[config.mk]
export PLATFORM = sky130hd
export DESIGN_NAME = cswref_clock_switch
export DESIGN_NICKNAME = d
export VERILOG_FILES = /design/src/cswref_pkg.sv /design/src/cswref_clock_switch.sv /design/src/cswref_refclk_div.sv
export SDC_FILE = /design/constraint.sdc
export NUM_CORES = 1
export LEC_CHECK = 0
export BUFFER_PORTS_ARGS = -buffer_cell sky130_fd_sc_hd__buf_4
export CAP_MARGIN = 10
export CORE_UTILIZATION = 23
export DETAILED_ROUTE_END_ITERATION = 10
export GPL_ROUTABILITY_DRIVEN = 0
export PLACE_DENSITY_LB_ADDON = 0.12
export SLEW_MARGIN = 25
export SYNTH_ARGS = -nofsm -noshare
export SYNTH_HDL_FRONTEND = slang
export SYNTH_HIERARCHICAL = 1
export SYNTH_SLANG_ARGS = --single-unit
[constraint.sdc]
create_clock -name clock -period 4.35 [get_ports clock]
set_input_delay 0.2175 -clock clock [delete_from_list [all_inputs] [get_ports clock]]
set_output_delay 0.2175 -clock clock [all_outputs]
set_load 0.005 [all_outputs]
[src/cswref_pkg.sv]
// cswref_pkg: constants, register layout and carrier types for the clock
// switch controller and its reference clock output.
// assumes one 20 MHz clock; oscillator analog parts live outside the block.
package cswref_pkg;

    // =========================================================================
    // register map (byte addresses on the 12-bit APB address)
    localparam logic [11:0] OSC_CTRL_OFS = 12'h000;
    localparam logic [11:0] REF_CTRL_OFS = 12'h004;

    // =========================================================================
    // unlock keys
    localparam logic [7:0] KEY_HI_FIRST = 8'h78;
    localparam logic [7:0] KEY_HI_SECOND = 8'h9A;
    localparam logic [7:0] KEY_LO_FIRST = 8'h46;
    localparam logic [7:0] KEY_LO_SECOND = 8'h57;

    // =========================================================================
    // oscillator_control_reg fields
    localparam int COSC_LSB = 12;
    localparam int NOSC_LSB = 8;
    localparam int CLOCK_SELECT_LOCK_BIT = 7;
    localparam int LOCK_BIT = 5;
    localparam int CF_BIT = 3;
    localparam int PRIMARY_KEEP_IN_SLEEP_BIT = 2;
    localparam int SECONDARY_OSC_ENABLE_BIT = 1;
    localparam int SWITCH_REQUEST_BIT_BIT = 0;

    // =========================================================================
    // reference_clock_control fields
    localparam int REFCLK_OUTPUT_ENABLE_BIT = 15;
    localparam int RO_SLEEP_BIT = 13;
    localparam int RO_SEL_BIT = 12;
    localparam int RO_DIV_LSB = 8;
    localparam logic [15:0] REF_CTRL_RESET = 16'h0000;
    localparam logic [15:0] REF_CTRL_MASK = 16'hBF00;

    // =========================================================================
    // timing and submodes
    localparam logic [3:0] SETTLE_COUNT = 4'hA;
    localparam logic [1:0] SUBMODE_EC = 2'h0;

    typedef enum logic [2:0] {
        SRC_FRC = 3'b000,
        SRC_FRC_PLL = 3'b001,
        SRC_PRI = 3'b010,
        SRC_PRI_PLL = 3'b011,
        SRC_SEC = 3'b100,
        SRC_LOW_POWER_RC_OSCILLATOR = 3'b101,
        SRC_RSVD = 3'b110,
        SRC_FRC_DIV = 3'b111
    } cswref_src_t;

    typedef enum logic [2:0] {
        ST_IDLE = 3'b000,
        ST_START = 3'b001,
        ST_WAIT = 3'b010,
        ST_SETTLE = 3'b011,
        ST_SWITCH = 3'b100
    } cswref_state_t;

    typedef enum logic [1:0] {
        KEY_IDLE = 2'b00,
        KEY_FIRST = 2'b01,
        KEY_OPEN = 2'b10
    } cswref_key_t;

    // oscillator enables, one bit per physical source
    typedef struct packed {
        logic pll;
        logic low_power_rc_oscillator;
        logic sec;
        logic pri;
        logic fast_rc_oscillator;
    } cswref_osc_t;

    // oscillator status, synchronous to clock
    typedef struct packed {
        logic ostExpired;
        logic pllLocked;
        logic newClkTick;
        logic clockFail;
    } cswref_osc_stat_t;

    // configuration word bits, sampled once after reset release
    typedef struct packed {
        logic switchDisable;
        logic fscmDisable;
        logic [2:0] resetSource;
        logic [1:0] primarySubmode;
    } cswref_cfg_t;

    localparam cswref_cfg_t CFG_RESET = '{1'b1, 1'b1, 3'b000, 2'b00};

endpackage

[src/cswref_clock_switch.sv]
// cswref_clock_switch: APB oscillator control and reference clock output.
// assumes oscillator status and base clock levels are synchronous to clock;
// the oscillators themselves, the fail-safe detector and the core are outside.
//
// Summary of operation
// RQ1: switching needs switch-enable configuration bit zero
// RQ2: disabled: new source ignored, current shows reset
// RQ3: disabled: request bit ignores writes, reads zero
// RQ4: high byte opens after 78h then 9Ah
// RQ5: low byte opens after 46h then 57h
// RQ6: equal sources clear request, abort switch
// RQ7: accepted switch clears lock and fail flags
// RQ8: start target, wait startup timer or lock
// RQ9: count ten new-clock cycles before switching
// RQ10: done: clear request, copy new to current
// RQ11: stop old source, keep needed exceptions
// RQ12: switching never stalls bus or core
// RQ13: software avoids direct PLL-to-PLL switches
// RQ14: primary submode fixed by configuration only
// RQ15: software masks interrupts during unlock writes
// RQ16: software polls request bit, then lock bit
// RQ17: output enable drives divided clock on pin
// RQ18: source select picks primary or system clock
// RQ19: sleep run needs sleep-run and source bits
// RQ20: divisor divides base clock by power two
// RQ21: three-bit source codes as enumerated
// RQ22: fail-safe plus lock bit blocks switching
// RQ23: stray write closes any open unlock
//
// Our own choices: the APB interface to the registers and the address map.
module cswref_clock_switch (
    // clock and reset
    input wire logic clock,
    input wire logic rst_n,
    // apb slave
    input wire logic psel,
    input wire logic penable,
    input wire logic pwrite,
    input wire logic [11:0] paddr,
    input wire logic [31:0] pwdata,
    input wire logic [3:0] pstrb,
    output logic [31:0] prdata,
    output logic pready,
    output logic pslverr,
    // configuration and system state
    input wire cswref_pkg::cswref_cfg_t cfgWord,
    input wire logic wdtEnabled,
    input wire logic sleepMode,
    // oscillators
    input wire cswref_pkg::cswref_osc_stat_t oscStat,
    output cswref_pkg::cswref_osc_t oscEnable,
    output cswref_pkg::cswref_src_t sysClkSource,
    output logic [1:0] primarySubmode,
    // reference clock
    input wire logic primaryClk,
    input wire logic systemClk,
    output logic refclkPin,
    output logic refclkOe
);
    import cswref_pkg::*;

    // =========================================================================
    // helpers
    function automatic cswref_osc_t srcNeeds(input cswref_src_t src);
        cswref_osc_t need;
        need = '0;
        unique case (src)
            SRC_FRC, SRC_FRC_DIV: need.fast_rc_oscillator = 1'b1;
            SRC_FRC_PLL: begin
                need.fast_rc_oscillator = 1'b1;
                need.pll = 1'b1;
            end
            SRC_PRI: need.pri = 1'b1;
            SRC_PRI_PLL: begin
                need.pri = 1'b1;
                need.pll = 1'b1;
            end
            SRC_SEC: need.sec = 1'b1;
            SRC_LOW_POWER_RC_OSCILLATOR: need.low_power_rc_oscillator = 1'b1;
            SRC_RSVD: need = '0;
        endcase
        return need;
    endfunction

    function automatic logic usesPll(input cswref_src_t src);
        return (src == SRC_FRC_PLL) || (src == SRC_PRI_PLL);
    endfunction

    // one step of a two-key unlock, advanced by every completed write
    function automatic cswref_key_t keyStep(input cswref_key_t cur, input logic hit,
                                            input logic [7:0] data,
                                            input logic [7:0] first,
                                            input logic [7:0] second);
        cswref_key_t nxt;
        nxt = KEY_IDLE;
        if (hit && cur != KEY_OPEN) begin
            if (cur == KEY_FIRST && data == second) begin
                nxt = KEY_OPEN;
            end else if (data == first) begin
                nxt = KEY_FIRST;
            end
        end
        return nxt;
    endfunction

    // =========================================================================
    // reset release
    logic rstMeta;
    logic rstSync;

    always_ff @(posedge clock or negedge rst_n) begin
        if (!rst_n) begin
            rstMeta <= 1'b0;
            rstSync <= 1'b0;
        end else begin
            rstMeta <= 1'b1;
            rstSync <= rstMeta;
        end
    end

    // =========================================================================
    // state
    cswref_cfg_t cfgReg;
    logic cfgLoadedReg;
    cswref_key_t hiKeyReg;
    cswref_key_t loKeyReg;
    cswref_src_t noscReg;
    cswref_src_t coscReg;
    cswref_src_t targetReg;
    cswref_state_t stateReg;
    cswref_state_t stateNext;
    logic [3:0] settleCnt;
    logic oswenReg;
    logic clklockReg;
    logic lockReg;
    logic cfReg;
    logic poscenReg;
    logic soscenReg;
    logic [15:0] refCtrlReg;

    // =========================================================================
    // bus decode
    wire oscHit = paddr == OSC_CTRL_OFS;
    wire refHit = paddr == REF_CTRL_OFS;
    wire accDone = psel & penable & pready;
    wire wrAcc = accDone & pwrite;
    wire hiWr = wrAcc & oscHit & pstrb[1];
    wire loWr = wrAcc & oscHit & pstrb[0];
    wire [7:0] hiByte = pwdata[15:8];
    wire [7:0] loByte = pwdata[7:0];
    wire hiCommit = hiWr & (hiKeyReg == KEY_OPEN);
    wire loCommit = loWr & (loKeyReg == KEY_OPEN);
    // RQ1 enable gating
    wire switchEnabled = cfgLoadedReg & ~cfgReg.switchDisable;
    wire fscmEnabled = switchEnabled & ~cfgReg.fscmDisable;
    // RQ22 selection lock
    wire selLocked = fscmEnabled & clklockReg;
    wire swAllowed = switchEnabled & ~selLocked;
    wire busy = stateReg != ST_IDLE;
    wire redundant = noscReg == coscReg;
    wire accept = (stateReg == ST_IDLE) & oswenReg & switchEnabled & ~redundant;
    wire primaryCrystal = cfgReg.primarySubmode != SUBMODE_EC;

    // RQ8 readiness of the target
    wire targetReady = usesPll(targetReg) ? oscStat.pllLocked
                     : (targetReg == SRC_PRI && primaryCrystal) ? oscStat.ostExpired : 1'b1;

    // =========================================================================
    // configuration capture, once after reset release
    always_ff @(posedge clock or negedge rstSync) begin
        if (!rstSync) begin
            cfgReg <= CFG_RESET;
            cfgLoadedReg <= 1'b0;
        end else if (!cfgLoadedReg) begin
            // RQ14 submode from configuration
            cfgReg <= cfgWord;
            cfgLoadedReg <= 1'b1;
        end
    end

    // =========================================================================
    // unlock tracking
    // RQ23 stray write closes
    wire cswref_key_t hiKeyNext = keyStep(hiKeyReg, hiWr, hiByte, KEY_HI_FIRST, KEY_HI_SECOND);
    wire cswref_key_t loKeyNext = keyStep(loKeyReg, loWr, loByte, KEY_LO_FIRST, KEY_LO_SECOND);

    always_ff @(posedge clock or negedge rstSync) begin
        if (!rstSync) begin
            hiKeyReg <= KEY_IDLE;
            loKeyReg <= KEY_IDLE;
        end else if (wrAcc) begin
            // RQ4 high key
            hiKeyReg <= hiKeyNext;
            // RQ5 low key
            loKeyReg <= loKeyNext;
        end
    end

    // =========================================================================
    // switch sequencer
    always_comb begin
        stateNext = stateReg;
        unique case (stateReg)
            ST_IDLE: if (accept) stateNext = ST_START;
            ST_START: stateNext = ST_WAIT;
            ST_WAIT: if (targetReady) stateNext = ST_SETTLE;
            ST_SETTLE: begin
                if (oscStat.newClkTick && settleCnt == SETTLE_COUNT - 4'h1) begin
                    stateNext = ST_SWITCH;
                end
            end
            ST_SWITCH: stateNext = ST_IDLE;
            default: stateNext = ST_IDLE;
        endcase
    end

    // RQ9 new-clock count
    wire [3:0] settleNext = (stateReg != ST_SETTLE) ? 4'h0
                          : oscStat.newClkTick ? settleCnt + 4'h1 : settleCnt;
    // RQ6 redundant abort
    wire hwClrOswen = ((stateReg == ST_IDLE) & oswenReg & redundant) | (stateReg == ST_SWITCH);
    // RQ3 request writes gated
    wire swSetOswen = loCommit & loByte[SWITCH_REQUEST_BIT_BIT] & swAllowed & ~busy;
    wire oswenNext = switchEnabled & (swSetOswen | (oswenReg & ~hwClrOswen));
    // RQ2 current follows configuration
    wire cswref_src_t coscNext = !switchEnabled ? cswref_src_t'(cfgLoadedReg ? cfgReg.resetSource
        : cfgWord.resetSource) : (stateReg == ST_SWITCH) ? targetReg : coscReg;
    // RQ7 clear on accept, fail event wins over any clear
    wire cfNext = oscStat.clockFail | (cfReg & ~accept & ~(loCommit & ~loByte[CF_BIT]));
    wire lockNext = ~accept & oscStat.pllLocked & usesPll(busy ? targetReg : coscReg);

    always_ff @(posedge clock or negedge rstSync) begin
        if (!rstSync) begin
            stateReg <= ST_IDLE;
            settleCnt <= 4'h0;
            targetReg <= SRC_FRC;
            coscReg <= SRC_FRC;
            oswenReg <= 1'b0;
            cfReg <= 1'b0;
            lockReg <= 1'b0;
        end else begin
            stateReg <= stateNext;
            settleCnt <= settleNext;
            if (accept) targetReg <= noscReg;
            // RQ10 completion update
            coscReg <= coscNext;
            oswenReg <= oswenNext;
            cfReg <= cfNext;
            lockReg <= lockNext;
        end
    end

    // =========================================================================
    // software fields
    always_ff @(posedge clock or negedge rstSync) begin
        if (!rstSync) begin
            noscReg <= SRC_FRC;
            clklockReg <= 1'b0;
            poscenReg <= 1'b0;
            soscenReg <= 1'b0;
            refCtrlReg <= REF_CTRL_RESET;
        end else begin
            // RQ2 new source follows reset source until enabled
            if (!cfgLoadedReg) begin
                noscReg <= cswref_src_t'(cfgWord.resetSource);
            end else if (hiCommit && swAllowed) begin
                // RQ21 three-bit code
                noscReg <= cswref_src_t'(pwdata[NOSC_LSB +: 3]);
            end
            if (loCommit) begin
                clklockReg <= clklockReg | loByte[CLOCK_SELECT_LOCK_BIT];
                poscenReg <= loByte[PRIMARY_KEEP_IN_SLEEP_BIT];
                soscenReg <= loByte[SECONDARY_OSC_ENABLE_BIT];
            end
            if (wrAcc && refHit && pstrb[1]) begin
                refCtrlReg <= {hiByte, 8'h00} & REF_CTRL_MASK;
            end
        end
    end

    // =========================================================================
    // oscillator enables
    wire roEnable = refCtrlReg[REFCLK_OUTPUT_ENABLE_BIT];
    wire roSleepRun = refCtrlReg[RO_SLEEP_BIT];
    wire roSelPrimary = refCtrlReg[RO_SEL_BIT];
    wire [3:0] roDivisor = refCtrlReg[RO_DIV_LSB +: 4];
    wire cswref_osc_t runNeeds = srcNeeds(coscReg) | (busy ? srcNeeds(targetReg) : '0);
    // RQ11 old source stops, exceptions kept
    wire cswref_osc_t keepOn = '{pll: 1'b0, low_power_rc_oscillator: wdtEnabled | fscmEnabled,
                                sec: soscenReg, pri: 1'b0, fast_rc_oscillator: 1'b0};
    // RQ19 primary kept in sleep only on request
    wire cswref_osc_t sleepOn = '{pll: 1'b0, low_power_rc_oscillator: wdtEnabled, sec: soscenReg,
                                 pri: poscenReg, fast_rc_oscillator: 1'b0};
    wire cswref_osc_t oscNext = sleepMode ? sleepOn : (runNeeds | keepOn);
    // RQ19 sleep gating of reference
    wire refRun = roEnable & (~sleepMode | (roSleepRun & roSelPrimary));
    // RQ18 base clock select
    wire refBase = roSelPrimary ? primaryClk : systemClk;

    always_ff @(posedge clock or negedge rstSync) begin
        if (!rstSync) begin
            oscEnable <= '0;
            sysClkSource <= SRC_FRC;
            primarySubmode <= 2'h0;
            refclkOe <= 1'b0;
        end else begin
            // RQ8 target started
            oscEnable <= oscNext;
            sysClkSource <= coscReg;
            primarySubmode <= cfgReg.primarySubmode;
            refclkOe <= refRun;
        end
    end

    cswref_refclk_div refDivider (
        .clock(clock),
        .rstSync(rstSync),
        .enable(refRun),
        .divisor(roDivisor),
        .baseClk(refBase),
        .refOut(refclkPin)
    );

    // =========================================================================
    // apb answer: one wait state, never held for the sequencer
    wire [15:0] oscRead = {1'b0, coscReg, 1'b0, noscReg, clklockReg, 1'b0, lockReg,
                           1'b0, cfReg, poscenReg, soscenReg, oswenReg & switchEnabled};
    wire [15:0] readWord = oscHit ? oscRead : refHit ? refCtrlReg : 16'h0000;
    wire setupOk = psel & penable & ~pready;

    always_ff @(posedge clock or negedge rstSync) begin
        if (!rstSync) begin
            pready <= 1'b0;
            prdata <= 32'h0000_0000;
            pslverr <= 1'b0;
        end else begin
            // RQ12 fixed latency
            pready <= setupOk;
            prdata <= (setupOk && !pwrite) ? {16'h0000, readWord} : 32'h0000_0000;
            pslverr <= setupOk & ~(oscHit | refHit);
        end
    end
endmodule

[src/cswref_refclk_div.sv]
// cswref_refclk_div: divides a sampled base clock by two to the divisor.
// assumes baseClk is a level sampled synchronously to clock and at most
// half its rate; rstSync is the already synchronised reset.
module cswref_refclk_div (
    // clock and reset
    input wire logic clock,
    input wire logic rstSync,
    // control
    input wire logic enable,
    input wire logic [3:0] divisor,
    input wire logic baseClk,
    // output
    output logic refOut
);
    import cswref_pkg::*;

    logic baseDlyReg;
    logic [14:0] countReg;
    logic [14:0] countNext;
    logic refNext;
    wire baseRise = baseClk & ~baseDlyReg;
    wire [3:0] tapSel = divisor - 4'h1;

    // =========================================================================
    // divider
    // RQ20 power of two
    assign countNext = !enable ? 15'h0000 : (baseRise ? countReg + 15'h0001 : countReg);
    // RQ17 output gate
    assign refNext = !enable ? 1'b0 : (divisor == 4'h0) ? baseClk : countReg[tapSel];

    always_ff @(posedge clock or negedge rstSync) begin
        if (!rstSync) begin
            baseDlyReg <= 1'b0;
            countReg <= 15'h0000;
            refOut <= 1'b0;
        end else begin
            baseDlyReg <= baseClk;
            countReg <= countNext;
            refOut <= refNext;
        end
    end
endmodule

==> metrics.md <==
| Metric | Value |
|---|---|
| Status | `finished, final reports clean` |
| Overall global routing resource usage | `11.9%` |
| Post-route setup TNS | `0 ns` |
| Chip height | `138 um` |
| Synth warn | `6` |
| Hold Crit Class | `in2reg` |
| Postcts setup bufs | `0` |
| Combinational power share | `7.3%` |
| CTS tree | `built` |
| Post-Place Worst Slack | `1.88 ns` |
| Delay-heaviest family, CP | `multiplexers` |
| CP arrival | `2.61 ns` |
| Final Util | `29.6%` |
| Final WS setup | `1.96 ns` |
| Mapped Area | `0.00422 mm2` |
| Mapped Avg Cell Area | `11.5 um2` |
| Mapped Cells | `366` |
| Critical path required time | `4.57 ns` |
| Delay of the slowest critical-path stage | `0.55 ns` |
| Worst-path cell chain | `inv_1 > ha_1 > xnor2_2 > mux4_2 > inv_1 > a221oi_2 > a221o_1` |
| Average wire per standard cell | `15.0 um` |
| Critical path endpoint category | `flip-flop` |
| Rel. slew slack | `22.5%` |
| Psw | `0.000412 W` |
| Die footprint | `0.0189 mm2` |
| Io pins | `114` |
| Slowest CP cell | `mux4_2` |
| DP Wirelength | `7.75 mm` |
| RSZ-0062 raised after global routing | `no` |
| # hold bufs at CTS | `1` |
| Fin crit period | `2.39 ns` |
| Final Hold Fails | `0` |
| Clock network fraction of total power | `43.3%` |
| Placed instance area | `0.00501 mm2` |
| Number of diodes | `0` |
| Int Power | `0.00135 W` |
| First-pass GRT wire length | `16.6 mm` |
| Root Driver | `clkbuf_16` |
| Sequential power share | `49.4%` |
| Largest net degree at the start of global routing | `55` |
| DR iter-0 viols | `147` |
| Fmax | `418 MHz` |
| Max-cap violation count | `0` |
| Startpoint type of the worst setup path | `flip-flop` |
| Placed insts | `668` |
| Clock Latency Late Sink | `0.34 ns` |
| Design area | `0.00531 mm2` |
| Crit path kind | `reg2reg` |
| Seq cells post-synth | `87` |
| Nets@finish | `524` |
| Distinct cells, synth | `67` |
| Vias in the first global route | `2942` |
| Crit Path Max Fanout | `8` |
| EDFF count, synth | `0` |
| Die width | `138 um` |
| CTS Buf Count | `9` |
| Actual slew at the worst max-slew pin | `1.15 ns` |
| Worst Skew | `0.00922 ns` |
| Async set or reset register ratio after synthesis | `100%` |
| PortBufs | `77` |
| Pins Over Slew Limit | `0` |
| Post-Layout Cell Count | `685` |
| Power Dens Cells | `332 mW/mm2` |
| DRC violations left | `0` |
| Share of cells above drive strength 1 | `29.4%` |
| CTS HTree Levels | `3` |
| Leakage Power | `2.44 nW` |
| Antenna-violating nets left | `0` |
| Peak supply drop | `0.000181 V` |
| Initial Util | `23.5%` |
| Std-Cell Core Area | `0.0180 mm2` |
| Switching fraction of total power | `23.4%` |
| Clock Sinks | `87` |
| Final Routed Wirelength | `10.3 mm` |
| Area Overhead vs Synth | `25.7%` |
| Clock slew at reported path FFs | `0.06 ns` |
| DRT Pass-1 Iters | `4` |
| Ys flop type | `dfrtp_1` |
| Fraction of the yosys area taken by sequential cells | `51.6%` |
| Post_cts resized | `0` |
| Final setup fails | `0` |
| Buf/Inv on CP | `2` |
| Most Frequent Cell on Critical Path | `inv_1` |
| Vias per cell | `4.32` |
| Final Cycle Share | `55.0%` |
| Vias | `2956` |
| GR Overflow Total | `0` |
| Rows | `49` |
| Clock tree buffer depth | `2` |
| Setup slack, reg-to-reg | `1.96 ns` |
| Antenna violations before repair | `0` |
## through the flow
| stage | hold WS (ns) | total power (W) |
|---|---|---|
| CTS | 0.0497 | 0.00179 |
| floorplan | -0.0781 | 0.000941 |
| finish | 0.0662 | 0.00176 |
| global route | 0.0544 | 0.00185 |
| detailed placement | 0.00143 | 0.00102 |
| global placement | -0.000682 | 0.00102 |
## layout by cell type, fill, tap and decap left out, types with 2 or more instances in the layout
cell type   instances
nand4b_1            3
a31oi_1             2
nand4_1             7
nor3b_1             4
a21boi_0            4
a311o_1             3
and4_1              2
mux2i_1             7
mux2_2             21
and3_1              3
dfrtp_1            84
o21bai_1            2
inv_1              11
nand2_1            23
o21ai_0            11
buf_4              80
nand3_1             9
and2_1             22
dfstp_2             2
or3_1               4
or2_1               2
a21oi_1             9
nor2b_1            10
a22o_1              5
xnor2_1             8
clkinvlp_4          2
nand2b_1            3
conb_1             20
xor2_1              9
nor4b_1             2
clkbuf_16           9
a21o_1              4
ha_1                5
nor4_4              3
clkbuf_1            4
nor2_1             14
nor3_1              9
## flip-flops by register name, indices dropped and copies added, names as in the netlist, 2 cells and up
signal	cells
coscReg	3
targetReg	3
noscReg	3
prdata	14
sysClkSource	3
oscEnable	5
hiKeyReg	2
cfgReg	7
primarySubmode	2
stateReg	3
refDivider/countReg	15
settleCnt	4
refCtrlReg	7
loKeyReg	2
## power groups by stage
stage / sequential (W) / combinational [W] / clock, W
finish: 0.000870 / 0.000129 / 0.000764
floorplan: 0.000877 / 0.0000639 / 0
global route: 0.000877 / 0.000144 / 0.000826
global placement: 0.000887 / 0.000129 / 0
CTS: 0.000872 / 0.000131 / 0.000788
detailed placement: 0.000888 / 0.000130 / 0
## cells by family after synthesis
| group | Yosys count | synth area share (%) |
|---|---|---|
| other | 2 | 0.178 |
| buffers and inverters | 36 | 4.95 |
| muxes | 29 | 7.79 |
| adders and majority gates | 5 | 1.48 |
| and+or+nand+nor | 134 | 20.3 |
| xor gates and xnor gates | 18 | 3.91 |
| DFF | 87 | 51.6 |
| AOI/OAI and AO/OA | 55 | 9.80 |
## final cells by class
cell class	instances	area, um2
Sequential cell	87	2180
Clock buffer	13	240
Timing Repair Buffer	81	611
Tap cell	229	287
Inverter	11	41.3
Multi-Input combinational cell	261	1900
Clock inverter	3	45.0
Fill cell	1887	12700
## cells in the mapped netlist, drive strengths merged, types with 10 or more instances
cell / n / share of area, %
dfrtp: 85 / 50
nand2: 23 / 2.0
and2: 22 / 3.3
buf: 22 / 3.7
mux2: 21 / 5.6
nor2: 15 / 1.4
o21ai: 12 / 1.4
inv: 11 / 0.98
nor2b: 10 / 1.5
nor3: 10 / 1.3
## path summary, 6_finish.rpt
kind,startpoint,end,depth (start not counted)
setup / recovery,refCtrlReg[8],refDivider/refOut,7
hold / removal,pwdata[4],loKeyReg[0],2
setup reg to reg,refCtrlReg[8],refDivider/refOut,7
hold reg to reg,rstMeta,rstSync,0
max in group asynchronous,rstSync,targetReg[0],1
min in group asynchronous,rst_n,rstSync,2
## routing by layer
metal	routed length (um)	track usage [%]	up-vias
met5	0	0	-
met1	5450	17.4	1419
met4	241	6.11	0
met2	4060	16.2	88
li1	-	-	1435
met3	549	2.47	14
No activity file was read; power rests on OpenSTA's default activity.
